<file path="src/core/scr_defines.svh">
`ifndef SCR_DEFINES_SVH
`define SCR_DEFINES_SVH

// ****************************************************************
// Timing of the reference clock and the power-up wait.
// ****************************************************************

// Reference clock period in nanoseconds, 100 MHz.
`define SCR_REF_PERIOD_NS 10
// Least wait after configuration or master reset, in nanoseconds.
`define SCR_RST_WAIT_NS 500
// Wait in reference clock cycles, rounded up.
`define SCR_RST_WAIT_CYC ((`SCR_RST_WAIT_NS + `SCR_REF_PERIOD_NS - 1) / `SCR_REF_PERIOD_NS)

// ****************************************************************
// Default dividers for the derived clock enables, and the reset synchroniser depth.
// ****************************************************************

// Reference cycles per core clock tick.
`define SCR_CORE_DIV 2
// Reference cycles per secondary transmit user clock tick.
`define SCR_TX_HALF_DIV 4
// Reference cycles per quad PLL output clock tick.
`define SCR_PLL_DIV 2
// Reference cycles per quad PLL reference clock tick.
`define SCR_PLL_REF_DIV 1
// Stages in each reset synchroniser.
`define SCR_SYNC_STAGES 3

`endif

</file>
<file path="src/core/scr_pkg.sv">
// ****************************************************************
// Types shared by the shared clock and reset logic.
// ****************************************************************
package scr_pkg;

	// Clock enables that stand for the exported clocks.
	typedef struct packed {
		logic core;
		logic tx_half;
		logic rx_rec;
		logic pll;
		logic pll_ref;
	} scr_clk_t;

	// Synchronised reset outputs, all active high.
	typedef struct packed {
		logic datapath;
		logic core;
		logic tx_xcvr;
		logic rx_xcvr;
	} scr_rst_t;

	// Power-up sequence states.
	typedef enum logic [1:0] {
		SEQ_WAIT_COUNT,
		SEQ_WAIT_LOCK,
		SEQ_WAIT_DONE,
		SEQ_RUN
	} scr_seq_t;

endpackage : scr_pkg

</file>
<file path="src/core/scr_div.sv">
`timescale 1ns/1ps
`include "scr_defines.svh"

// ****************************************************************
// Free-running divider giving a one-cycle enable pulse.
// ****************************************************************
module scr_div #(
	parameter int DIV = `SCR_CORE_DIV
) (
	input wire logic ref_clk,
	input wire logic rstn,
	output logic tick
);

	if (DIV < 1) $error("scr_div: DIV must be at least 1");

	localparam int CW = (DIV > 1) ? $clog2(DIV) : 1;
	localparam logic [CW-1:0] LAST = CW'(DIV - 1);

	logic [CW-1:0] cnt;
	logic [CW-1:0] next_cnt;
	logic next_tick;

	// Count reference cycles and pulse on the last one.
	always_comb
	begin
		next_tick = (cnt == LAST);
		next_cnt = next_tick ? '0 : cnt + CW'(1);
	end

	// Register the counter and the pulse.
	always_ff @(posedge ref_clk or negedge rstn)
	begin
		if (!rstn)
		begin
			cnt <= '0;
			tick <= 1'b0;
		end
		else
		begin
			cnt <= next_cnt;
			tick <= next_tick;
		end
	end

endmodule : scr_div

</file>
<file path="src/core/scr_rst_sync.sv">
`timescale 1ns/1ps
`include "scr_defines.svh"

// ****************************************************************
// Reset synchroniser: asserts at once, releases on destination ticks.
// ****************************************************************
module scr_rst_sync #(
	parameter int STAGES = `SCR_SYNC_STAGES
) (
	input wire logic ref_clk,
	input wire logic rstn,
	input wire logic clk_en,
	input wire logic hold,
	output logic rst_out
);

	if (STAGES < 2) $error("scr_rst_sync: STAGES must be at least 2");

	logic [STAGES-1:0] pipe;
	logic [STAGES-1:0] next_pipe;

	// A hold request fills the chain; a tick shifts one release stage in.
	always_comb
	begin
		next_pipe = pipe;
		if (hold)
			next_pipe = '1;
		else if (clk_en)
			next_pipe = {pipe[STAGES-2:0], 1'b0};
	end

	// Master reset forces the chain asserted without a clock.
	always_ff @(posedge ref_clk or negedge rstn)
	begin
		if (!rstn)
			pipe <= '1;
		else
			pipe <= next_pipe;
	end

	assign rst_out = pipe[STAGES-1];
endmodule : scr_rst_sync

</file>
<file path="src/core/scr_top.sv">
`timescale 1ns/1ps
`include "scr_defines.svh"

// ****************************************************************
// Shared clock and reset sequencer.
// ****************************************************************
module scr_top #(
	parameter int CORE_DIV = `SCR_CORE_DIV,
	parameter int TX_HALF_DIV = `SCR_TX_HALF_DIV,
	parameter int PLL_DIV = `SCR_PLL_DIV,
	parameter int PLL_REF_DIV = `SCR_PLL_REF_DIV,
	parameter int STAGES = `SCR_SYNC_STAGES
) (
	input wire logic ref_clk,
	input wire logic rstn,
	input wire logic newer_family,
	input wire logic base_r,
	input wire logic pll_lock_pin,
	input wire logic tx_done_pin,
	input wire logic rx_done_pin,
	input wire logic rx_rec_clk_pin,
	output scr_pkg::scr_clk_t clk_q,
	output scr_pkg::scr_rst_t rst_q,
	output logic mgmt_reset,
	output logic quad_pll_locked_b,
	output logic quad_pll_clock_b,
	output logic quad_pll_refclock_b,
	output logic tx_user_clock_half,
	output logic tx_user_ready,
	output logic resetdone_combined,
	output logic reset_counter_done
);

	if (CORE_DIV < 1 || TX_HALF_DIV < 1 || PLL_DIV < 1 || PLL_REF_DIV < 1)
		$error("scr_top: dividers must be at least 1");

	localparam int WAIT_CYC = `SCR_RST_WAIT_CYC;
	localparam int CW = $clog2(WAIT_CYC + 1);
	localparam logic [CW-1:0] WAIT_LAST = CW'(WAIT_CYC);

	// ****************************************************************
	// Pin synchronisers.
	// ****************************************************************

	logic [5:0] pin_s1;
	logic [5:0] pin_s2;
	logic lock_s;
	logic tx_done_s;
	logic rx_done_s;
	logic rx_clk_s;
	logic newer_s;
	logic base_r_s;

	// Two flip-flops on every pin before any logic reads it.
	// The family strap stages start high, so the core reset cannot dip low after reset.
	always_ff @(posedge ref_clk or negedge rstn)
	begin
		if (!rstn)
		begin
			pin_s1 <= 6'h10;
			pin_s2 <= 6'h10;
		end
		else
		begin
			pin_s1 <= {base_r, newer_family, rx_rec_clk_pin, rx_done_pin, tx_done_pin,
				pll_lock_pin};
			pin_s2 <= pin_s1;
		end
	end

	assign {base_r_s, newer_s, rx_clk_s, rx_done_s, tx_done_s, lock_s} = pin_s2;

	// ****************************************************************
	// Clock enable dividers.
	// ****************************************************************

	logic core_tick;
	logic half_tick;
	logic pll_tick;
	logic ref_tick;

	// Core clock runs from reset on, independent of the sequence.
	scr_div #(.DIV(CORE_DIV)) u_core_div (
		.ref_clk(ref_clk),
		.rstn(rstn),
		.tick(core_tick)
	);

	scr_div #(.DIV(TX_HALF_DIV)) u_half_div (
		.ref_clk(ref_clk),
		.rstn(rstn),
		.tick(half_tick)
	);

	scr_div #(.DIV(PLL_DIV)) u_pll_div (
		.ref_clk(ref_clk),
		.rstn(rstn),
		.tick(pll_tick)
	);

	scr_div #(.DIV(PLL_REF_DIV)) u_ref_div (
		.ref_clk(ref_clk),
		.rstn(rstn),
		.tick(ref_tick)
	);

	// ****************************************************************
	// Power-up sequence and wait counter.
	// ****************************************************************

	scr_pkg::scr_seq_t state;
	scr_pkg::scr_seq_t next_state;
	logic [CW-1:0] wait_cnt;
	logic [CW-1:0] next_wait_cnt;
	logic rx_edge_prev;
	logic next_rx_edge_prev;
	logic pll_clk_gated;

	// Count out the wait, then wait for lock, then for both reset-dones.
	always_comb
	begin
		next_wait_cnt = wait_cnt;
		next_state = state;
		next_rx_edge_prev = rx_clk_s;
		if (wait_cnt != WAIT_LAST)
			next_wait_cnt = wait_cnt + CW'(1);
		unique case (state)
			scr_pkg::SEQ_WAIT_COUNT:
				if (wait_cnt == WAIT_LAST)
					next_state = scr_pkg::SEQ_WAIT_LOCK;
			scr_pkg::SEQ_WAIT_LOCK:
				if (lock_s)
					next_state = scr_pkg::SEQ_WAIT_DONE;
			scr_pkg::SEQ_WAIT_DONE:
				if (!lock_s)
					next_state = scr_pkg::SEQ_WAIT_LOCK;
				else if (tx_done_s && rx_done_s)
					next_state = scr_pkg::SEQ_RUN;
			scr_pkg::SEQ_RUN:
				if (!lock_s)
					next_state = scr_pkg::SEQ_WAIT_LOCK;
		endcase
	end

	// Master reset restarts the wait and the sequence.
	always_ff @(posedge ref_clk or negedge rstn)
	begin
		if (!rstn)
		begin
			state <= scr_pkg::SEQ_WAIT_COUNT;
			wait_cnt <= '0;
			rx_edge_prev <= 1'b0;
		end
		else
		begin
			state <= next_state;
			wait_cnt <= next_wait_cnt;
			rx_edge_prev <= next_rx_edge_prev;
		end
	end

	assign pll_clk_gated = pll_tick && lock_s;

	// ****************************************************************
	// Reset synchronisers.
	// ****************************************************************

	logic dp_en;
	logic dp_hold;
	logic tx_hold;
	logic rx_hold;
	logic dp_rst;
	logic core_rst;
	logic tx_rst;
	logic rx_rst;

	// Datapath ticks come from the secondary user clock only in that variant.
	assign dp_en = (newer_s && base_r_s) ? half_tick : core_tick;
	assign dp_hold = (state != scr_pkg::SEQ_RUN);
	assign tx_hold = (state == scr_pkg::SEQ_WAIT_COUNT);
	assign rx_hold = (state == scr_pkg::SEQ_WAIT_COUNT) || !lock_s;

	scr_rst_sync #(.STAGES(STAGES)) u_dp_sync (
		.ref_clk(ref_clk),
		.rstn(rstn),
		.clk_en(dp_en),
		.hold(dp_hold),
		.rst_out(dp_rst)
	);

	scr_rst_sync #(.STAGES(STAGES)) u_core_sync (
		.ref_clk(ref_clk),
		.rstn(rstn),
		.clk_en(core_tick),
		.hold(tx_hold),
		.rst_out(core_rst)
	);

	scr_rst_sync #(.STAGES(STAGES)) u_tx_sync (
		.ref_clk(ref_clk),
		.rstn(rstn),
		.clk_en(core_tick),
		.hold(tx_hold),
		.rst_out(tx_rst)
	);

	scr_rst_sync #(.STAGES(STAGES)) u_rx_sync (
		.ref_clk(ref_clk),
		.rstn(rstn),
		.clk_en(core_tick),
		.hold(rx_hold),
		.rst_out(rx_rst)
	);

	// ****************************************************************
	// Output registers.
	// ****************************************************************

	scr_pkg::scr_clk_t next_clk;
	scr_pkg::scr_rst_t next_rst;
	logic next_ready;
	logic next_done;
	logic next_cnt_done;

	// Domain-bound outputs update only on their own clock's tick.
	always_comb
	begin
		next_clk.core = core_tick;
		next_clk.tx_half = half_tick;
		next_clk.rx_rec = rx_clk_s && !rx_edge_prev;
		next_clk.pll = pll_clk_gated;
		next_clk.pll_ref = ref_tick;
		next_rst.datapath = dp_rst;
		next_rst.core = newer_s && core_rst;
		next_rst.tx_xcvr = tx_rst;
		next_rst.rx_xcvr = rx_rst;
		next_ready = half_tick ? lock_s : tx_user_ready;
		next_done = core_tick ? (tx_done_s && rx_done_s) : resetdone_combined;
		next_cnt_done = core_tick ? (wait_cnt == WAIT_LAST) : reset_counter_done;
	end

	// Every output comes from a flip-flop with a defined reset value.
	always_ff @(posedge ref_clk or negedge rstn)
	begin
		if (!rstn)
		begin
			clk_q <= '0;
			rst_q <= '1;
			mgmt_reset <= 1'b1;
			quad_pll_locked_b <= 1'b0;
			quad_pll_clock_b <= 1'b0;
			quad_pll_refclock_b <= 1'b0;
			tx_user_clock_half <= 1'b0;
			tx_user_ready <= 1'b0;
			resetdone_combined <= 1'b0;
			reset_counter_done <= 1'b0;
		end
		else
		begin
			clk_q <= next_clk;
			rst_q <= next_rst;
			mgmt_reset <= core_rst;
			quad_pll_locked_b <= lock_s;
			quad_pll_clock_b <= next_clk.pll;
			quad_pll_refclock_b <= next_clk.pll_ref;
			tx_user_clock_half <= next_clk.tx_half;
			tx_user_ready <= next_ready;
			resetdone_combined <= next_done;
			reset_counter_done <= next_cnt_done;
		end
	end
endmodule : scr_top

</file>
<file path="config.mk">
export PLATFORM = sky130hd
export DESIGN_NAME = scr_top
export DESIGN_NICKNAME = d
export VERILOG_FILES = /design/src/core/scr_pkg.sv /design/src/core/scr_div.sv /design/src/core/scr_rst_sync.sv /design/src/core/scr_top.sv
export VERILOG_INCLUDE_DIRS = /design/src /design/src/core
export SDC_FILE = /design/constraint.sdc
export NUM_CORES = 1
export LEC_CHECK = 0
export BUFFER_PORTS_ARGS = -buffer_cell sky130_fd_sc_hd__buf_2
export CAP_MARGIN = 20
export CORE_MARGIN = 5
export CORE_UTILIZATION = 55
export DETAILED_ROUTE_END_ITERATION = 8
export GPL_TIMING_DRIVEN = 0
export HOLD_SLACK_MARGIN = 0.08
export PLACE_DENSITY = 0.85
export SKIP_LAST_GASP = 1
export SLEW_MARGIN = 20
export SYNTH_ARGS = -nofsm -noshare
export SYNTH_HDL_FRONTEND = slang
export SYNTH_SLANG_ARGS = --single-unit
</file>
<file path="constraint.sdc">
create_clock -name ref_clk -period 3.1 [get_ports ref_clk]
set_input_delay 0 -clock ref_clk [delete_from_list [all_inputs] [get_ports ref_clk]]
set_output_delay 0 -clock ref_clk [all_outputs]
set_load 0.03 [all_outputs]
</file>
[Yosys cells after proc, flatten, opt, wreduce, memory -nomap -nowiden]
Cells that the tools add are included.
Cells by class
  add/sub/neg operators: 5
  equal/unequal tests: 11
  muxes and demuxes: 19
  bitwise logic cells: 1
  reduce and logical (&&, ||, !) cells: 13
Operators by type and width (count)
  $mux 3: 8
  $mux 2: 6
  $pmux 2 s4: 1
  $add 6x1->6 const B: 1
  $eq 2x2->1 const B: 3
  $eq 6x6->1 const B: 1
  $ne 2x2->1 const B: 3
  $ne 6x6->1 const B: 1
  $reduce_bool 2->1: 3
  $logic_and 1x1->1: 5
  $mux 1: 4
  $reduce_and 4->1: 1
  $add 1x1->1 const B: 3
  $ne 3x3->1 const B: 1
  $add 2x1->2 const B: 1
  $eq 2x1->1 const B: 1
  $logic_not 1->1: 2
  $logic_not 2->1: 1
  $ne 2x1->1 const B: 1
  $logic_or 1x1->1: 1
  $not 1->1: 1
Storage, ports and cells
  flip-flop bits (word level): 56
  input port bits: 8
  output and inout port bits: 17
  word-level logic and storage cells: 80

[Longest topological paths before layout]
  depth after elaboration: 4
  gate-level depth with buffers: 6
  gate-level depth less buffers: 6

[Cells and area by module]
From an unflattened synthesis, not the netlist that was laid out.
Second synthesis, totals
  cell total of the unflattened synthesis: 132
  area, all modules: 1981.9 um2
Modules (own cells, without submodules)
  scr_top: instances 1, cells each 83, area each 1273.7 um2, seq. area each 884.6 um2
  scr_rst_sync: instances 4, cells each 9, area each 120.1 um2, seq. area each 78.8 um2
  scr_div (u_core_div ...): instances 2, cells each 3, area each 53.8 um2, seq. area each 50.0 um2
  scr_div (u_half_div): instances 1, cells each 5, area each 91.3 um2, seq. area each 75.1 um2
  scr_div (u_ref_div): instances 1, cells each 2, area each 28.8 um2, seq. area each 25.0 um2

[Worst setup path after synthesis]
No wires, ideal clock.
  path kind: register to register
  start: register wait_cnt[0]
  end: register state[0]
  library setup time: 0.079 ns
  arrival time: 1.170 ns
  data required time: 3.021 ns
  path slack: 1.851 ns
  cell stages (with the launch flop): 7
  path buffers: 0
  clock period less this slack: 1.249 ns
  path through: dfrtp_1 inv_1 ha_1 nand4b_4 nor2_4 o22ai_2 mux2i_1
On the way
  word-level cells in the longest chain between the ends: 3
RTL lines
  start: declaration: line scr_top.sv:113  | logic [CW-1:0] wait_cnt;
  start signal: assignment: line scr_top.sv:157  | wait_cnt <= next_wait_cnt;
  $eq 6x6->1: line scr_top.sv:129  | if (wait_cnt == WAIT_LAST)
  $ne 2x1->1 (no source line)
  $reduce_and 4->1 (no source line)
  end signal: assignment: line scr_top.sv:150  | state <= scr_pkg::SEQ_WAIT_COUNT;
  end signal: assignment: line scr_top.sv:156  | state <= next_state;
  end: declaration: line scr_top.sv:111  | scr_pkg::scr_seq_t state;
Every way passes these cells.
A chain may end at the register's enable or synchronous reset.

[Worst setup path after layout]
Ends and elaborated chain as after synthesis.

==> reports/metrics.yaml <==
area_share_of_fa_ha_maj_cells_after_synthesis: 0.05464
globalRoute.busiestLayer: "met2"
vias_in_the_first_global_route: 989
numClockSinks: 51
final_min_period_over_clock_period: 0.4562
largest_fanout_of_any_net_on_the_critical_path: 6
post_synth_edffs: 0
synth_top_flop_cell: "sky130_fd_sc_hd__dfrtp_1"
hold_viol: 0
grt_util_met1: 0.1391
ctsLongestPathBuffers: 2
syn-num-nets: 142
drive_gt1_frac: 0.3515
drc: 0
design_power_total_mw: 1.091
place_inst: 196
worstPathRequired_ns: 3.38
tritoncts_clock_tree: "built"
core-area_sq_mm: 0.003284
gr-usage-all-layers: 0.1287
mostFrequentLayoutCells: "sky130_fd_sc_hd__dfrtp_1, sky130_fd_sc_hd__buf_2, sky130_fd_sc_hd__dfstp_2"
area_enclosed_by_the_die_boundary_sq_mm: 0.004585
port-buffer-count: 24
cts_hold_buffers: 7
wire_per_inst_um: 11.63
finish_stage_setup_viols: 0
tightestPinTransition_ns: 0.5815
drt-vias-per-instance: 4.668
synthToLayoutAreaGrowth_pct: 17.76
antenna_found_initial: 0
worst_setup_path_end_kind: "register"
power_leakage_nw: 1.025
last_weighted_congestion_value_of_the_routability_driven_placer: 0.7469
num_rows: 21
power-per-cell-area_mw_per_mm2: 506.0
grt_setup_unrepaired: "false"
die_y_um: 67.71
fin_worst_skew_ns: 0.008947
remaining_overflow_grt: 0
top_level_ports: 25
cp-start-kind: "register"
worstSetupPathType: "register to register"
clk-insertion-delay-late_ns: 0.35
numCtsBuffers: 5
timing.max_cap.violations: 0
synthMuxAreaShare: 0.05738
ys_seq_area_frac: 0.7070
synth-compound-area-share: 0.02937
via_count: 985
largest_family_of_logic_cells_by_synthesized_area: "simple AND/OR/NAND/NOR gates"
cts-htree-levels: 2
resize_count_post_cts: 0
grt.met3_usage: 0.05491
slowest_stage_cell_crit_path: "sky130_fd_sc_hd__dfrtp_1"
timing.critical_path.max_delay_family: "flip-flops"
ant_nets: 0
layout_commonest_cell: "sky130_fd_sc_hd__dfrtp_1"
synth_seq_cells: 51
worst-endpoint-arrival_ns: 1.69
run_status: "completed"
final_design_area_no_fill_sq_mm: 0.002157
cts.clk_slew.worst_paths_ns: 0.13
whs_ns: 0.1787
grt_start_max_net_pins: 52
hold_path_class: "primary input to asynchronous set/reset pin"
layout.nets: 180
largest_stage_delay_on_the_critical_path_ns: 0.45
routed_wl_mm: 2.453
grt.met2_usage: 0.2090
stdcell_count: 211
maxSlewViolCount: 0
place_area_sq_mm: 0.002009
worstPathCellList: "inv_1, ha_1, nand4b_4, nor2_4, o22ai_2, mux2i_1"
syn_area_sq_mm: 0.001832
first_iter_violations: 27
cp_num_buf_inv: 1
synth_simple_gate_area_frac: 0.08607
vdd.ir_drop.worst_uv: 457.5
initial_core_util: 0.5577
syn_avg_cell_area_sq_um: 14.54
cts-root-buf: "sky130_fd_sc_hd__clkbuf_4"
synth_xor_area_frac: 0.02391
yosysWarnings: 0
final_worst_path_period_need_ns: 1.414
achievable-frequency_mhz: 707.1
first_pass_iters: 4
grt_pass1_wl_mm: 4.188
antenna-diode-count: 0
layout.filler_cells: 249
dieWidth_um: 67.71
dpl.hpwl_mm: 1.695
synthCells: 126
slew-limit-headroom: 0.6124
yosysUniqueCellTypes: 23
post-cts-setup-buffer-count: 0
asyncSetResetFlopFracSynth: 1.000
setup_total_negative_slack_ns: 0
-- cell usage after synthesis (2+ instances only) --
cell	count	area [sq um]
sky130_fd_sc_hd__and2_1	2	12.51
sky130_fd_sc_hd__buf_4	4	30.03
sky130_fd_sc_hd__dfrtp_1	36	900.9
sky130_fd_sc_hd__dfstp_2	15	394.1
sky130_fd_sc_hd__ha_1	8	100.1
sky130_fd_sc_hd__inv_1	10	37.54
sky130_fd_sc_hd__mux2_2	4	45.04
sky130_fd_sc_hd__mux2i_1	6	60.06
sky130_fd_sc_hd__nand2_1	10	37.54
sky130_fd_sc_hd__nand2b_1	2	12.51
sky130_fd_sc_hd__nand3_1	6	30.03
sky130_fd_sc_hd__nor2_1	3	11.26
sky130_fd_sc_hd__nor2b_1	2	12.51
sky130_fd_sc_hd__o21ai_0	5	25.02
sky130_fd_sc_hd__xnor2_1	5	43.79
-- logic make-up (layout without fill, tap and decap cells) --
family	after synthesis	in the layout
AOI/OAI and AO/OA	8	8
buffers and inverters	15	54
and+or+nand+nor	28	28
other	1	1
DFF	51	51
xor gates and xnor gates	5	5
muxes	10	10
adders and majority gates	8	8
-- sequential cells by signal, summed over array words and instances, names as in the netlist, 2 cells and up --
register          count
u_dp_sync.pipe        3
u_rx_sync.pipe        3
u_core_sync.pipe      3
pin_s2                6
wait_cnt              6
clk_q                 2
rst_q                 3
pin_s1                6
u_half_div.cnt        2
state                 2
-- power by group --
part / switching [mW] / total, mW / internal, mW
Sequential: 0.00615 / 0.687 / 0.681
Combinational: 0.0304 / 0.0477 / 0.0174
Clock: 0.185 / 0.356 / 0.171
Total: 0.221 / 1.09 / 0.870
-- area by class of cell --
class | instances | area [sq um] | area share
multi-input cells | 60 | 464.2 | 0.2152
clock buffers | 7 | 45.04 | 0.02088
inverters | 10 | 37.54 | 0.01740
repair buffers | 31 | 192.7 | 0.08933
flip-flops and latches | 51 | 1295 | 0.6003
well taps | 46 | 57.56 | 0.02668
clock inverters | 1 | 30.03 | 0.01392
plain buffers | 5 | 35.03 | 0.01624
-- worst paths after layout --
kind,start,endpoint,slack (ns),cells after the start
worst max-delay path,wait_cnt[0],state[0],1.69,6
worst min-delay path,rstn,wait_cnt[4],0.18,2
worst max register to register,wait_cnt[0],state[0],1.69,6
worst min register to register,pin_s1[0],pin_s2[0],0.36,0
max in group asynchronous,rstn,u_dp_sync.pipe[0],2.53,2
min in group ref_clk,tx_done_pin,pin_s1[1],0.27,2
-- stage by stage --
stage | utilization | setup WS [ns]
after floorplan | - | 1.851
after global placement | 0.6118 | 1.786
after detailed placement | 0.6118 | 1.716
after CTS | 0.6560 | 1.674
after global routing | 0.6568 | 1.612
final | 0.6568 | 1.686
-- routing by layer --
metal / up-vias / share of wire
li1: 477 / -
met2: 20 / 0.52
met3: 2 / 0.050
met1: 486 / 0.42
met5: - / 0
met4: 0 / 0.011
Note: power is estimated with default switching activity, not from simulation.
